### config.mk
export PLATFORM = sky130hd
export DESIGN_NAME = hsp_host_serial_port
export DESIGN_NICKNAME = d
export VERILOG_FILES = /design/src/core/hsp_pkg.sv /design/src/core/hsp_rx_if.sv /design/src/core/hsp_fifo.sv /design/src/core/hsp_host_serial_port.sv /design/src/core/hsp_rx.sv
export SDC_FILE = /design/constraint.sdc
export NUM_CORES = 1
export LEC_CHECK = 0
export BUFFER_PORTS_ARGS = -buffer_cell sky130_fd_sc_hd__buf_2
export CAP_MARGIN = 20
export CORE_ASPECT_RATIO = 2
export CORE_UTILIZATION = 57
export CTS_CLUSTER_DIAMETER = 60
export DETAILED_ROUTE_END_ITERATION = 8
export GPL_TIMING_DRIVEN = 0
export PLACE_DENSITY = 0.8
export SYNTH_ARGS = -nofsm -noshare
export SYNTH_HDL_FRONTEND = slang
export SYNTH_SLANG_ARGS = --single-unit
### constraint.sdc
create_clock -name mclk -period 3.2 [get_ports mclk]
set_input_delay 0.16 -clock mclk [delete_from_list [all_inputs] [get_ports mclk]]
set_output_delay 0.16 -clock mclk [all_outputs]
set_load 0.05 [all_outputs]
### src/core/hsp_pkg.sv
// Purpose: constants and types shared by the host serial port files
// Assumes: 10 MHz mclk, 16x oversampling of the bit period
// Notes:   divisors round to the nearest whole clock count
package hsp_pkg;
   // ---------------------------------------------------------------
   // timing
   // ---------------------------------------------------------------
   localparam int CLK_HZ     = 10_000_000;
   localparam int OVS        = 16;
   localparam int BAUD_LO    = 9600;
   localparam int BAUD_MID   = 19200;
   localparam int BAUD_HI    = 38400;
   localparam int DIV_W      = 8;
   localparam logic [DIV_W-1:0] DIV_LO  = DIV_W'((CLK_HZ + BAUD_LO * OVS / 2) / (BAUD_LO * OVS));
   localparam logic [DIV_W-1:0] DIV_MID = DIV_W'((CLK_HZ + BAUD_MID * OVS / 2) / (BAUD_MID * OVS));
   localparam logic [DIV_W-1:0] DIV_HI  = DIV_W'((CLK_HZ + BAUD_HI * OVS / 2) / (BAUD_HI * OVS));
   localparam logic [3:0] OS_MID  = 4'h7;
   localparam logic [3:0] OS_LAST = 4'hf;
   localparam logic [2:0] BIT_LAST = 3'h7;
   // ---------------------------------------------------------------
   // register map
   // ---------------------------------------------------------------
   localparam int ADDR_W = 8;
   localparam logic [ADDR_W-1:0] ADDR_TXDATA = 8'h00;
   localparam logic [ADDR_W-1:0] ADDR_RXDATA = 8'h04;
   localparam logic [ADDR_W-1:0] ADDR_SPEED  = 8'h08;
   localparam logic [ADDR_W-1:0] ADDR_STATUS = 8'h0c;
   localparam int RXD_VALID_BIT = 8;
   localparam int ST_TX_ROOM  = 0;
   localparam int ST_TX_BUSY  = 1;
   localparam int ST_RX_VALID = 2;
   localparam int ST_OVERRUN  = 3;
   localparam int ST_FRAMING  = 4;
   localparam int ST_FIXED    = 5;
   localparam int ST_SPD_LSB  = 6;
   localparam logic [1:0] RESP_OKAY   = 2'h0;
   localparam logic [1:0] RESP_SLVERR = 2'h2;
   localparam int TX_FIFO_DEPTH = 4;

   typedef enum logic [1:0] {
      SPD_9600  = 2'h0,
      SPD_19200 = 2'h1,
      SPD_38400 = 2'h2,
      SPD_BAD   = 2'h3
   } hsp_speed_t;
   localparam hsp_speed_t SPEED_RST = SPD_9600;

   typedef enum logic [1:0] {
      LN_IDLE  = 2'b00,
      LN_START = 2'b01,
      LN_DATA  = 2'b10,
      LN_STOP  = 2'b11
   } hsp_line_t;
endpackage

### src/core/hsp_rx_if.sv
// Purpose: receiver to core carrier
// Assumes: single mclk domain
// Notes:   valid is a one-cycle pulse per received character
`timescale 1ns/1ns
interface hsp_rx_if;
   logic       tick;
   logic [7:0] data;
   logic       valid;
   logic       ferr;
   modport rx   (input tick, output data, output valid, output ferr);
   modport core (output tick, input data, input valid, input ferr);
endinterface

### src/core/hsp_fifo.sv
// Purpose: small valid/ready fifo in flip-flops
// Assumes: DEPTH is a power of two
// Notes:   no read-through; a push into an empty fifo shows next cycle
`timescale 1ns/1ns
module hsp_fifo #(
   parameter int W     = 8,
   parameter int DEPTH = 4
) (
   input  wire logic         mclk,
   input  wire logic         reset_n,
   input  wire logic         in_valid,
   output logic              in_ready,
   input  wire logic [W-1:0] in_data,
   output logic              out_valid,
   input  wire logic         out_ready,
   output logic [W-1:0]      out_data
);
   localparam int AW = $clog2(DEPTH);
   logic [W-1:0]  mem_ff [DEPTH];
   logic [W-1:0]  nxt_mem [DEPTH];
   logic [AW-1:0] wr_ff, nxt_wr, rd_ff, nxt_rd;
   logic [AW:0]   cnt_ff, nxt_cnt;
   logic          push, pop;

   assign in_ready  = (cnt_ff != (AW+1)'(DEPTH));
   assign out_valid = (cnt_ff != '0);
   assign out_data  = mem_ff[rd_ff];
   assign push      = in_valid && in_ready;
   assign pop       = out_valid && out_ready;

   always_comb begin
      nxt_mem = mem_ff;
      nxt_wr  = wr_ff;
      nxt_rd  = rd_ff;
      nxt_cnt = cnt_ff;
      if (push) begin
         nxt_mem[wr_ff] = in_data;
         nxt_wr         = wr_ff + 1'b1;
      end
      if (pop) begin
         nxt_rd = rd_ff + 1'b1;
      end
      if (push && !pop) begin
         nxt_cnt = cnt_ff + 1'b1;
      end else if (pop && !push) begin
         nxt_cnt = cnt_ff - 1'b1;
      end
   end

   always_ff @(posedge mclk or negedge reset_n) begin
      if (!reset_n) begin
         for (int i = 0; i < DEPTH; i++) begin
            mem_ff[i] <= '0;
         end
         wr_ff  <= '0;
         rd_ff  <= '0;
         cnt_ff <= '0;
      end else begin
         mem_ff <= nxt_mem;
         wr_ff  <= nxt_wr;
         rd_ff  <= nxt_rd;
         cnt_ff <= nxt_cnt;
      end
   end
endmodule

### src/core/hsp_host_serial_port.sv
// Purpose: host serial port with AXI4-Lite register access
// Assumes: 10 MHz mclk, host keeps the same rate and frame
// Notes:   no modem handshakes; tx writes stall while the fifo is full
//
// Implementation choices: the placing of the registers and the AXI4-Lite slave port.
`timescale 1ns/1ns

// What this block does
// - the port runs at 9600, 19200 or 38400 bit/s as chosen by the speed register.
// - a written speed drives the bit clock at once with no apply step.
// - every character is eight data bits, no parity and one stop bit, fixed.
// - characters move with no flow control of any kind.
// - while fixed_settings_mode is high the port runs at 9600 bit/s whatever is programmed.
// - receive data, transmit data and ground carry the link; dtr_out and rts_out are held high; modem status inputs are absent.
module hsp_host_serial_port
   import hsp_pkg::*;
(
   input  wire logic              mclk,
   input  wire logic              reset_n,
   input  wire logic [ADDR_W-1:0] s_axi_awaddr,
   input  wire logic              s_axi_awvalid,
   output logic                   s_axi_awready,
   input  wire logic [31:0]       s_axi_wdata,
   input  wire logic [3:0]        s_axi_wstrb,
   input  wire logic              s_axi_wvalid,
   output logic                   s_axi_wready,
   output logic [1:0]             s_axi_bresp,
   output logic                   s_axi_bvalid,
   input  wire logic              s_axi_bready,
   input  wire logic [ADDR_W-1:0] s_axi_araddr,
   input  wire logic              s_axi_arvalid,
   output logic                   s_axi_arready,
   output logic [31:0]            s_axi_rdata,
   output logic [1:0]             s_axi_rresp,
   output logic                   s_axi_rvalid,
   input  wire logic              s_axi_rready,
   input  wire logic              rxd_pin,
   output logic                   txd_pin,
   output logic                   dtr_out,
   output logic                   rts_out,
   input  wire logic              fixed_settings_mode
);
   // ---------------------------------------------------------------
   // declarations
   // ---------------------------------------------------------------
   logic              aw_got_ff, nxt_aw_got, w_got_ff, nxt_w_got;
   logic [ADDR_W-1:0] awa_ff, nxt_awa;
   logic [31:0]       wd_ff, nxt_wd;
   logic              ws0_ff, nxt_ws0;
   logic              bv_ff, nxt_bv, rv_ff, nxt_rv;
   logic [1:0]        br_ff, nxt_br, rr_ff, nxt_rr;
   logic [31:0]       rd_ff, nxt_rd;
   hsp_speed_t        spd_ff, nxt_spd, eff_spd;
   logic [7:0]        rxb_ff, nxt_rxb;
   logic              rxv_ff, nxt_rxv, ovr_ff, nxt_ovr, fer_ff, nxt_fer;
   logic              m1_ff, m2_ff;
   logic [DIV_W-1:0]  div_ff, nxt_div, div_sel;
   logic              tick_ff, nxt_tick;
   hsp_line_t         tst_ff, nxt_tst;
   logic [3:0]        tos_ff, nxt_tos;
   logic [2:0]        tbit_ff, nxt_tbit;
   logic [7:0]        tsh_ff, nxt_tsh;
   logic              txd_ff, nxt_txd;
   logic              wr_both, is_tx, tx_stall, do_wr, do_rd;
   logic              f_in_valid, f_in_ready, f_out_valid, f_out_ready;
   logic [7:0]        f_out_data;
   logic [31:0]       status_w;

   hsp_rx_if rif ();

   // ---------------------------------------------------------------
   // submodules
   // ---------------------------------------------------------------
   hsp_fifo #(
      .W     (8),
      .DEPTH (TX_FIFO_DEPTH)
   ) u_txfifo (
      .mclk      (mclk),
      .reset_n   (reset_n),
      .in_valid  (f_in_valid),
      .in_ready  (f_in_ready),
      .in_data   (wd_ff[7:0]),
      .out_valid (f_out_valid),
      .out_ready (f_out_ready),
      .out_data  (f_out_data)
   );

   hsp_rx u_rx (
      .mclk    (mclk),
      .reset_n (reset_n),
      .rxd_pin (rxd_pin),
      .rif     (rif)
   );

   // ---------------------------------------------------------------
   // fixed pins and rate select
   // ---------------------------------------------------------------
   // modem status lines are simply not ports of this block
   assign dtr_out = 1'b1;
   assign rts_out = 1'b1;
   assign txd_pin = txd_ff;

   assign eff_spd = m2_ff ? SPD_9600 : spd_ff;

   always_comb begin
      if (eff_spd == SPD_38400) begin
         div_sel = DIV_HI;
      end else if (eff_spd == SPD_19200) begin
         div_sel = DIV_MID;
      end else begin
         div_sel = DIV_LO;
      end
   end

   // ---------------------------------------------------------------
   // oversample tick
   // ---------------------------------------------------------------
   // >= so a shorter divisor takes hold on the very next count
   always_comb begin
      nxt_div  = div_ff + 1'b1;
      nxt_tick = 1'b0;
      if (div_ff >= div_sel - 1'b1) begin
         nxt_div  = '0;
         nxt_tick = 1'b1;
      end
   end
   assign rif.tick = tick_ff;

   // ---------------------------------------------------------------
   // transmitter
   // ---------------------------------------------------------------
   // a queued byte starts as soon as the line is idle, no handshake
   assign f_out_ready = (tst_ff == LN_IDLE);

   always_comb begin
      nxt_tst  = tst_ff;
      nxt_tos  = tos_ff;
      nxt_tbit = tbit_ff;
      nxt_tsh  = tsh_ff;
      nxt_txd  = txd_ff;
      case (tst_ff)
         LN_IDLE: begin
            nxt_txd = 1'b1;
            if (f_out_valid) begin
               nxt_tsh = f_out_data;
               nxt_tos = '0;
               nxt_txd = 1'b0;
               nxt_tst = LN_START;
            end
         end
         LN_START: begin
            if (tick_ff) begin
               nxt_tos = tos_ff + 1'b1;
               if (tos_ff == OS_LAST) begin
                  nxt_txd  = tsh_ff[0];
                  nxt_tsh  = {1'b0, tsh_ff[7:1]};
                  nxt_tbit = '0;
                  nxt_tst  = LN_DATA;
               end
            end
         end
         LN_DATA: begin
            if (tick_ff) begin
               nxt_tos = tos_ff + 1'b1;
               if (tos_ff == OS_LAST) begin
                  nxt_tbit = tbit_ff + 1'b1;
                  nxt_txd  = tsh_ff[0];
                  nxt_tsh  = {1'b0, tsh_ff[7:1]};
                  if (tbit_ff == BIT_LAST) begin
                     nxt_txd = 1'b1;
                     nxt_tst = LN_STOP;
                  end
               end
            end
         end
         default: begin
            if (tick_ff) begin
               nxt_tos = tos_ff + 1'b1;
               if (tos_ff == OS_LAST) nxt_tst = LN_IDLE;
            end
         end
      endcase
   end

   // ---------------------------------------------------------------
   // axi4-lite slave
   // ---------------------------------------------------------------
   assign s_axi_awready = !aw_got_ff;
   assign s_axi_wready  = !w_got_ff;
   assign s_axi_arready = !rv_ff;
   assign s_axi_bvalid  = bv_ff;
   assign s_axi_bresp   = br_ff;
   assign s_axi_rvalid  = rv_ff;
   assign s_axi_rresp   = rr_ff;
   assign s_axi_rdata   = rd_ff;

   assign wr_both    = aw_got_ff && w_got_ff && !bv_ff;
   assign is_tx      = (awa_ff[ADDR_W-1:2] == ADDR_TXDATA[ADDR_W-1:2]) && ws0_ff;
   // full fifo holds the write open, which stalls the master
   assign tx_stall   = is_tx && !f_in_ready;
   assign f_in_valid = wr_both && is_tx;
   assign do_wr      = wr_both && !tx_stall;
   assign do_rd      = s_axi_arvalid && !rv_ff;

   always_comb begin
      status_w                   = '0;
      status_w[ST_TX_ROOM]       = f_in_ready;
      status_w[ST_TX_BUSY]       = f_out_valid || (tst_ff != LN_IDLE);
      status_w[ST_RX_VALID]      = rxv_ff;
      status_w[ST_OVERRUN]       = ovr_ff;
      status_w[ST_FRAMING]       = fer_ff;
      status_w[ST_FIXED]         = m2_ff;
      status_w[ST_SPD_LSB +: 2]  = eff_spd;
   end

   always_comb begin
      nxt_aw_got = aw_got_ff;
      nxt_w_got  = w_got_ff;
      nxt_awa    = awa_ff;
      nxt_wd     = wd_ff;
      nxt_ws0    = ws0_ff;
      nxt_bv     = bv_ff;
      nxt_br     = br_ff;
      nxt_rv     = rv_ff;
      nxt_rr     = rr_ff;
      nxt_rd     = rd_ff;
      nxt_spd    = spd_ff;
      nxt_rxb    = rxb_ff;
      nxt_rxv    = rxv_ff;
      nxt_ovr    = ovr_ff;
      nxt_fer    = fer_ff;
      if (s_axi_awvalid && !aw_got_ff) begin
         nxt_aw_got = 1'b1;
         nxt_awa    = s_axi_awaddr;
      end
      if (s_axi_wvalid && !w_got_ff) begin
         nxt_w_got = 1'b1;
         nxt_wd    = s_axi_wdata;
         nxt_ws0   = s_axi_wstrb[0];
      end
      if (bv_ff && s_axi_bready) nxt_bv = 1'b0;
      if (rv_ff && s_axi_rready) nxt_rv = 1'b0;
      if (do_wr) begin
         nxt_aw_got = 1'b0;
         nxt_w_got  = 1'b0;
         nxt_bv     = 1'b1;
         nxt_br     = RESP_OKAY;
         if (awa_ff[ADDR_W-1:2] == ADDR_TXDATA[ADDR_W-1:2]) begin
            nxt_br = RESP_OKAY;
         end else if (awa_ff[ADDR_W-1:2] == ADDR_SPEED[ADDR_W-1:2]) begin
            if (wd_ff[1:0] == SPD_BAD) begin
               nxt_br = RESP_SLVERR;
            end else if (ws0_ff) begin
               nxt_spd = hsp_speed_t'(wd_ff[1:0]);
            end
         end else if (awa_ff[ADDR_W-1:2] == ADDR_STATUS[ADDR_W-1:2]) begin
            if (ws0_ff && wd_ff[ST_OVERRUN]) nxt_ovr = 1'b0;
            if (ws0_ff && wd_ff[ST_FRAMING]) nxt_fer = 1'b0;
         end else if (awa_ff[ADDR_W-1:2] != ADDR_RXDATA[ADDR_W-1:2]) begin
            nxt_br = RESP_SLVERR;
         end
      end
      if (do_rd) begin
         nxt_rv = 1'b1;
         nxt_rr = RESP_OKAY;
         nxt_rd = '0;
         if (s_axi_araddr[ADDR_W-1:2] == ADDR_RXDATA[ADDR_W-1:2]) begin
            nxt_rd[7:0]           = rxb_ff;
            nxt_rd[RXD_VALID_BIT] = rxv_ff;
            nxt_rxv               = 1'b0;
         end else if (s_axi_araddr[ADDR_W-1:2] == ADDR_SPEED[ADDR_W-1:2]) begin
            nxt_rd[1:0] = spd_ff;
         end else if (s_axi_araddr[ADDR_W-1:2] == ADDR_STATUS[ADDR_W-1:2]) begin
            nxt_rd = status_w;
         end else if (s_axi_araddr[ADDR_W-1:2] != ADDR_TXDATA[ADDR_W-1:2]) begin
            nxt_rr = RESP_SLVERR;
         end
      end
      // events after the clears so a same-cycle arrival wins
      if (rif.valid) begin
         nxt_rxb = rif.data;
         nxt_rxv = 1'b1;
         if (rxv_ff && !(do_rd && s_axi_araddr[ADDR_W-1:2] == ADDR_RXDATA[ADDR_W-1:2])) begin
            nxt_ovr = 1'b1;
         end
         if (rif.ferr) nxt_fer = 1'b1;
      end
   end

   // ---------------------------------------------------------------
   // registers
   // ---------------------------------------------------------------
   always_ff @(posedge mclk or negedge reset_n) begin
      if (!reset_n) begin
         aw_got_ff <= 1'b0;
         w_got_ff  <= 1'b0;
         awa_ff    <= '0;
         wd_ff     <= '0;
         ws0_ff    <= 1'b0;
         bv_ff     <= 1'b0;
         br_ff     <= RESP_OKAY;
         rv_ff     <= 1'b0;
         rr_ff     <= RESP_OKAY;
         rd_ff     <= '0;
         spd_ff    <= SPEED_RST;
         rxb_ff    <= '0;
         rxv_ff    <= 1'b0;
         ovr_ff    <= 1'b0;
         fer_ff    <= 1'b0;
         m1_ff     <= 1'b0;
         m2_ff     <= 1'b0;
         div_ff    <= '0;
         tick_ff   <= 1'b0;
         tst_ff    <= LN_IDLE;
         tos_ff    <= '0;
         tbit_ff   <= '0;
         tsh_ff    <= '0;
         txd_ff    <= 1'b1;
      end else begin
         aw_got_ff <= nxt_aw_got;
         w_got_ff  <= nxt_w_got;
         awa_ff    <= nxt_awa;
         wd_ff     <= nxt_wd;
         ws0_ff    <= nxt_ws0;
         bv_ff     <= nxt_bv;
         br_ff     <= nxt_br;
         rv_ff     <= nxt_rv;
         rr_ff     <= nxt_rr;
         rd_ff     <= nxt_rd;
         spd_ff    <= nxt_spd;
         rxb_ff    <= nxt_rxb;
         rxv_ff    <= nxt_rxv;
         ovr_ff    <= nxt_ovr;
         fer_ff    <= nxt_fer;
         m1_ff     <= fixed_settings_mode;
         m2_ff     <= m1_ff;
         div_ff    <= nxt_div;
         tick_ff   <= nxt_tick;
         tst_ff    <= nxt_tst;
         tos_ff    <= nxt_tos;
         tbit_ff   <= nxt_tbit;
         tsh_ff    <= nxt_tsh;
         txd_ff    <= nxt_txd;
      end
   end
endmodule

### src/core/hsp_rx.sv
// Purpose: 16x oversampling receiver, 8N1, lsb first
// Assumes: tick is one pulse per sixteenth of a bit
// Notes:   start bit rechecked at mid-bit to reject glitches
`timescale 1ns/1ns
module hsp_rx
   import hsp_pkg::*;
(
   input  wire logic mclk,
   input  wire logic reset_n,
   input  wire logic rxd_pin,
   hsp_rx_if.rx      rif
);
   logic       sync1_ff, sync2_ff;
   hsp_line_t  st_ff, nxt_st;
   logic [3:0] os_ff, nxt_os;
   logic [2:0] bit_ff, nxt_bit;
   logic [7:0] sh_ff, nxt_sh;
   logic       val_ff, nxt_val, fe_ff, nxt_fe;

   assign rif.data  = sh_ff;
   assign rif.valid = val_ff;
   assign rif.ferr  = fe_ff;

   always_comb begin
      nxt_st  = st_ff;
      nxt_os  = os_ff;
      nxt_bit = bit_ff;
      nxt_sh  = sh_ff;
      nxt_val = 1'b0;
      nxt_fe  = fe_ff;
      if (rif.tick) begin
         nxt_os = os_ff + 1'b1;
         case (st_ff)
            LN_IDLE: begin
               nxt_os = '0;
               if (!sync2_ff) nxt_st = LN_START;
            end
            LN_START: begin
               if (os_ff == OS_MID) begin
                  nxt_os  = '0;
                  nxt_bit = '0;
                  nxt_st  = sync2_ff ? LN_IDLE : LN_DATA;
               end
            end
            LN_DATA: begin
               if (os_ff == OS_LAST) begin
                  nxt_sh = {sync2_ff, sh_ff[7:1]};
                  nxt_bit = bit_ff + 1'b1;
                  if (bit_ff == BIT_LAST) nxt_st = LN_STOP;
               end
            end
            default: begin
               if (os_ff == OS_LAST) begin
                  nxt_val = 1'b1;
                  nxt_fe  = !sync2_ff;
                  nxt_st  = LN_IDLE;
               end
            end
         endcase
      end
   end

   always_ff @(posedge mclk or negedge reset_n) begin
      if (!reset_n) begin
         sync1_ff <= 1'b1;
         sync2_ff <= 1'b1;
         st_ff    <= LN_IDLE;
         os_ff    <= '0;
         bit_ff   <= '0;
         sh_ff    <= '0;
         val_ff   <= 1'b0;
         fe_ff    <= 1'b0;
      end else begin
         sync1_ff <= rxd_pin;
         sync2_ff <= sync1_ff;
         st_ff    <= nxt_st;
         os_ff    <= nxt_os;
         bit_ff   <= nxt_bit;
         sh_ff    <= nxt_sh;
         val_ff   <= nxt_val;
         fe_ff    <= nxt_fe;
      end
   end
endmodule

==> summary.md <==
| Metric | Value |
|---|---|
| Status | finished clean |
| Number of antenna violations at the first check in global routing | 0 |
| Worst-case headroom to the max-slew limit | 0.554 |
| Number of nets in the layout | 743 |
| TritonRoute pass-1 iters | 4 |
| Number of endpoints failing setup at the final stage | 0 |
| Type of the most critical hold path | in2reg |
| Via count of the first global-routing pass | 4,783 |
| Sinks on Clock Net | ~130 |
| Static leakage power | roughly 3.9 nW |
| Worst setup EP type | flip-flop |
| I/O pins | 105 |
| Clock period minus worst slack | 2.56 ns |
| Share of synthesized flip-flops with an asynchronous set or reset | 1.00 |
| Number of levels in the clock H-tree | 4 |
| # Post-CTS Setup Buffers | 0 |
| Total clock buffers created by CTS | 17 |
| Count of warnings emitted by yosys | 0 |
| Placed insts | 750 |
| Dominant register cell in the synthesized netlist | dfrtp_1 |
| Total wire length after detailed routing | 14.0 mm |
| Worst Path Max Fanout | 10 |
| Area of the die | 11,800 um^2 |
| Initial cell density of the core | 0.591 |
| Remaining Overflow, GRT | 0 |
| Die extent in y | 153 um |
| Slew at the pin closest to its max-slew limit | 0.668 ns |
| Clock latency reported for the late side of the worst-skew pair | approximately 0.42 ns |
| Clk Tree Root Cell | clkbuf_16 |
| Number of non-filler instances in the completed layout | 804 |
| Diode count | 0 |
| Avg Synthesized Cell Area | 12.1 um^2 |
| Share of final-layout standard cells stronger than drive strength 1 | 0.303 |
| Sum of negative setup slack | 0 ns |
| Top achievable clock speed | between 300 and 400 MHz |
| Gate family responsible for the most delay along the worst path | adder cells |
| Setup skew after layout | between 0.01 and 0.015 ns |
| Number of buffers added on ports | 46 |
| DR vias | 4,406 |
| Arrival time worst endpoint | 2.86 ns |
| Count of flip-flops with a built-in enable after synthesis | 0 |
| Most used standard cell by instance count after synthesis | dfrtp_1 |
| Maximum cell stage delay along the critical path | 0.42 ns |
| Sum of buffers and inverters on the critical path | 3 |
| CTS Buffer Depth | 2 |
| Area share of the leading cell type in the synthesized netlist | 0.499 |
| Filler cells | 737 |
| Post-synth top area cell | dfrtp_1 |
| Die span in x | 77.4 um |
| Share of the clock period used by the worst path | 0.800 |
| IR Drop Worst-Case VDD | 0.735 mV |
| Wire length of the first global-routing pass | 23.4 mm |
| Cells after synthesis | approximately 540 |
| Category of the worst setup path launch point | flip-flop |
| Number of remaining DRC errors | 0 |
| Number of pins exceeding their max-slew limit in the final report | 0 |
| Cell chain of the critical path | inv_1 -> ha_1 -> clkbuf_1 -> nand2_1 -> ha_1 -> inv_1 -> fa_1 -> mux2_2 |
| CP Data Required Time | 3.50 ns |
| Half-perimeter wire length of the detailed placement result | 8.92 mm |
| Pin count of the biggest net entering global routing | roughly 110 |
| Post-synthesis sequential element count | 132 |
| Top cells by area in the synthesized netlist | dfrtp_1 50%, mux2_2 11%, ha_1 5.8%, buf_4 3.1%, mux4_2 2.8% |
| Most instantiated cells after synthesis | 129 x dfrtp_1, 63 x mux2_2, 39 x nor2_1 |
| RSZ-0062 raised after global routing | false |
| Number of max-cap violations | 0 |
| Slowest-stage cell, CP | fa_1 |
| Final count of hold timing violations | 0 |
| Power density of the placed cells | 855 nW/um^2 |
| Crit Path Category | reg2reg |
| Core ar. | between 10,000 and 15,000 um^2 |
| CTS tree | done |
| Row count | 54 |
| Count of antenna-violating nets left after detailed routing | 0 |
| DRT iter0 DRCs | 195 |
| Post-synth design cell area | 6470 um^2 |
| Area delta synth->final | 21.0% |
| Sequential element share of the synthesized area | 0.511 |
| Average wire per standard cell | 17.5 um |
| Post-synthesis cell type count | 60 |
| Number of vias per cell after detailed routing | 5.48 |
| Clock slew seen by the registers of the worst setup and hold paths | 0.06 ns |
| GR Util All Layers | 0.262 |
| Weighted congestion at the end of routability-driven global placement | 0.819 |
==> stage by stage <==
stage               utilization  cell area [um^2]  power [mW]  worst slack, ns  hold slack (ns)
finish                    0.716              7840        6.70            0.639           0.0741
CTS                       0.716              7840        6.70            0.629           0.0631
detailed placement        0.640              7010        4.63            0.659           0.0528
floorplan                     -              6570        4.09            0.912           -0.136
global route              0.716              7840        7.06            0.504            0.114
global placement          0.637              6980        4.49            0.347            0.268
==> final cells by class <==
type / instances / area (um^2) / share of cell area
multi-input combinational: 357 / 2880 / 0.367
clock buffer: 18 / 429 / 0.0548
clock inverter: 14 / 176 / 0.0225
sequential: 132 / 3310 / 0.422
timing repair buffer: 69 / 484 / 0.0618
buffer: 44 / 273 / 0.0348
inverter: 30 / 113 / 0.0144
tap: 140 / 175 / 0.0224
==> layer usage <==
layer / part of all wire / up-vias / track usage
met5: 0 / - / 0
met4: 0.038 / 0 / 0.131
met3: 0.026 / 35 / 0.0503
met2: 0.60 / 94 / 0.514
met1: 0.33 / 2220 / 0.248
li1: - / 2057 / -
==> worst min-delay path: cells and delay by family <==
family,cells,cell delay (ns)
AOI/OAI and AO/OA,1,0.14
buffers and inverters,1,0.08
and+or+nand+nor,1,0.06
==> logic make-up after synthesis <==
kind of cell	Yosys count	share of synthesized area
DFF	132	0.511
and+or+nand+nor	119	0.104
other	2	0.00116
adders and majority gates	31	0.0611
AOI/OAI and AO/OA	74	0.0734
buffers and inverters	74	0.0595
xor gates and xnor gates	16	0.0216
muxes	89	0.168
==> sequential cells by signal, indices dropped and copies added, names as in the netlist, 6 cells and up <==
signal / flops
awa_ff: 6
div_ff: 8
rxb_ff: 8
s_axi_rdata: 9
tsh_ff: 8
u_rx.rif.data: 8
u_txfifo.mem_ff: 32
wd_ff: 8
==> report_power, final <==
group / total, mW / leakage [nW] / internal (mW) / switching (mW)
Combinational: 2.18 / 1.85 / 0.908 / 1.27
Sequential: 2.52 / 1.71 / 2.09 / 0.430
Clock: 2.00 / 0.292 / 1.24 / 0.763
==> path summary, 6_finish.rpt <==
kind                                       start                              to  slack, ns  depth (start not counted)
max                        tst_ff[0]$_DFFE_PN0P_  u_txfifo.cnt_ff[1]$_DFFE_PN0P_       0.64                          8
min                              s_axi_araddr[4]      s_axi_rresp[1]$_DFFE_PN0P_       0.07                          3
max reg2reg                tst_ff[0]$_DFFE_PN0P_  u_txfifo.cnt_ff[1]$_DFFE_PN0P_       0.64                          8
min reg2reg                      m1_ff$_DFF_PN0_                 m2_ff$_DFF_PN0_       0.36                          0
max in group asynchronous                reset_n         u_rx.sync1_ff$_DFF_PN1_       2.23                          3
min in group asynchronous                reset_n  u_txfifo.mem_ff[5]$_DFFE_PN0P_       0.17                          2
==> cells in the final DEF (no fill, tap or decap), drive strengths merged, types with 3 or more instances in the layout <==
master,n
mux2i,10
mux2,71
ha,30
xor2,9
dfrtp,129
conb,28
nor2,43
nand3,13
dlygate4sd3,22
bufinv,3
a21o,5
and4,3
a21oi,22
nand2,26
o22ai,12
clkinv,4
nor2b,8
o21ai,15
xnor2,7
nand4,4
inv,35
dfstp,3
and3,4
nand3b,3
mux4,8
buf,81
a22o,5
clkbuf,28
==> what timing repair did <==
| item | in CTS | in global routing |
|---|---|---|
| gates resized for setup | 0 | 0 |
| hold buffers | 22 | 0 |
| endpoints found under the hold margin | 49 | 0 |
No activity file was read; power rests on OpenSTA's default activity.
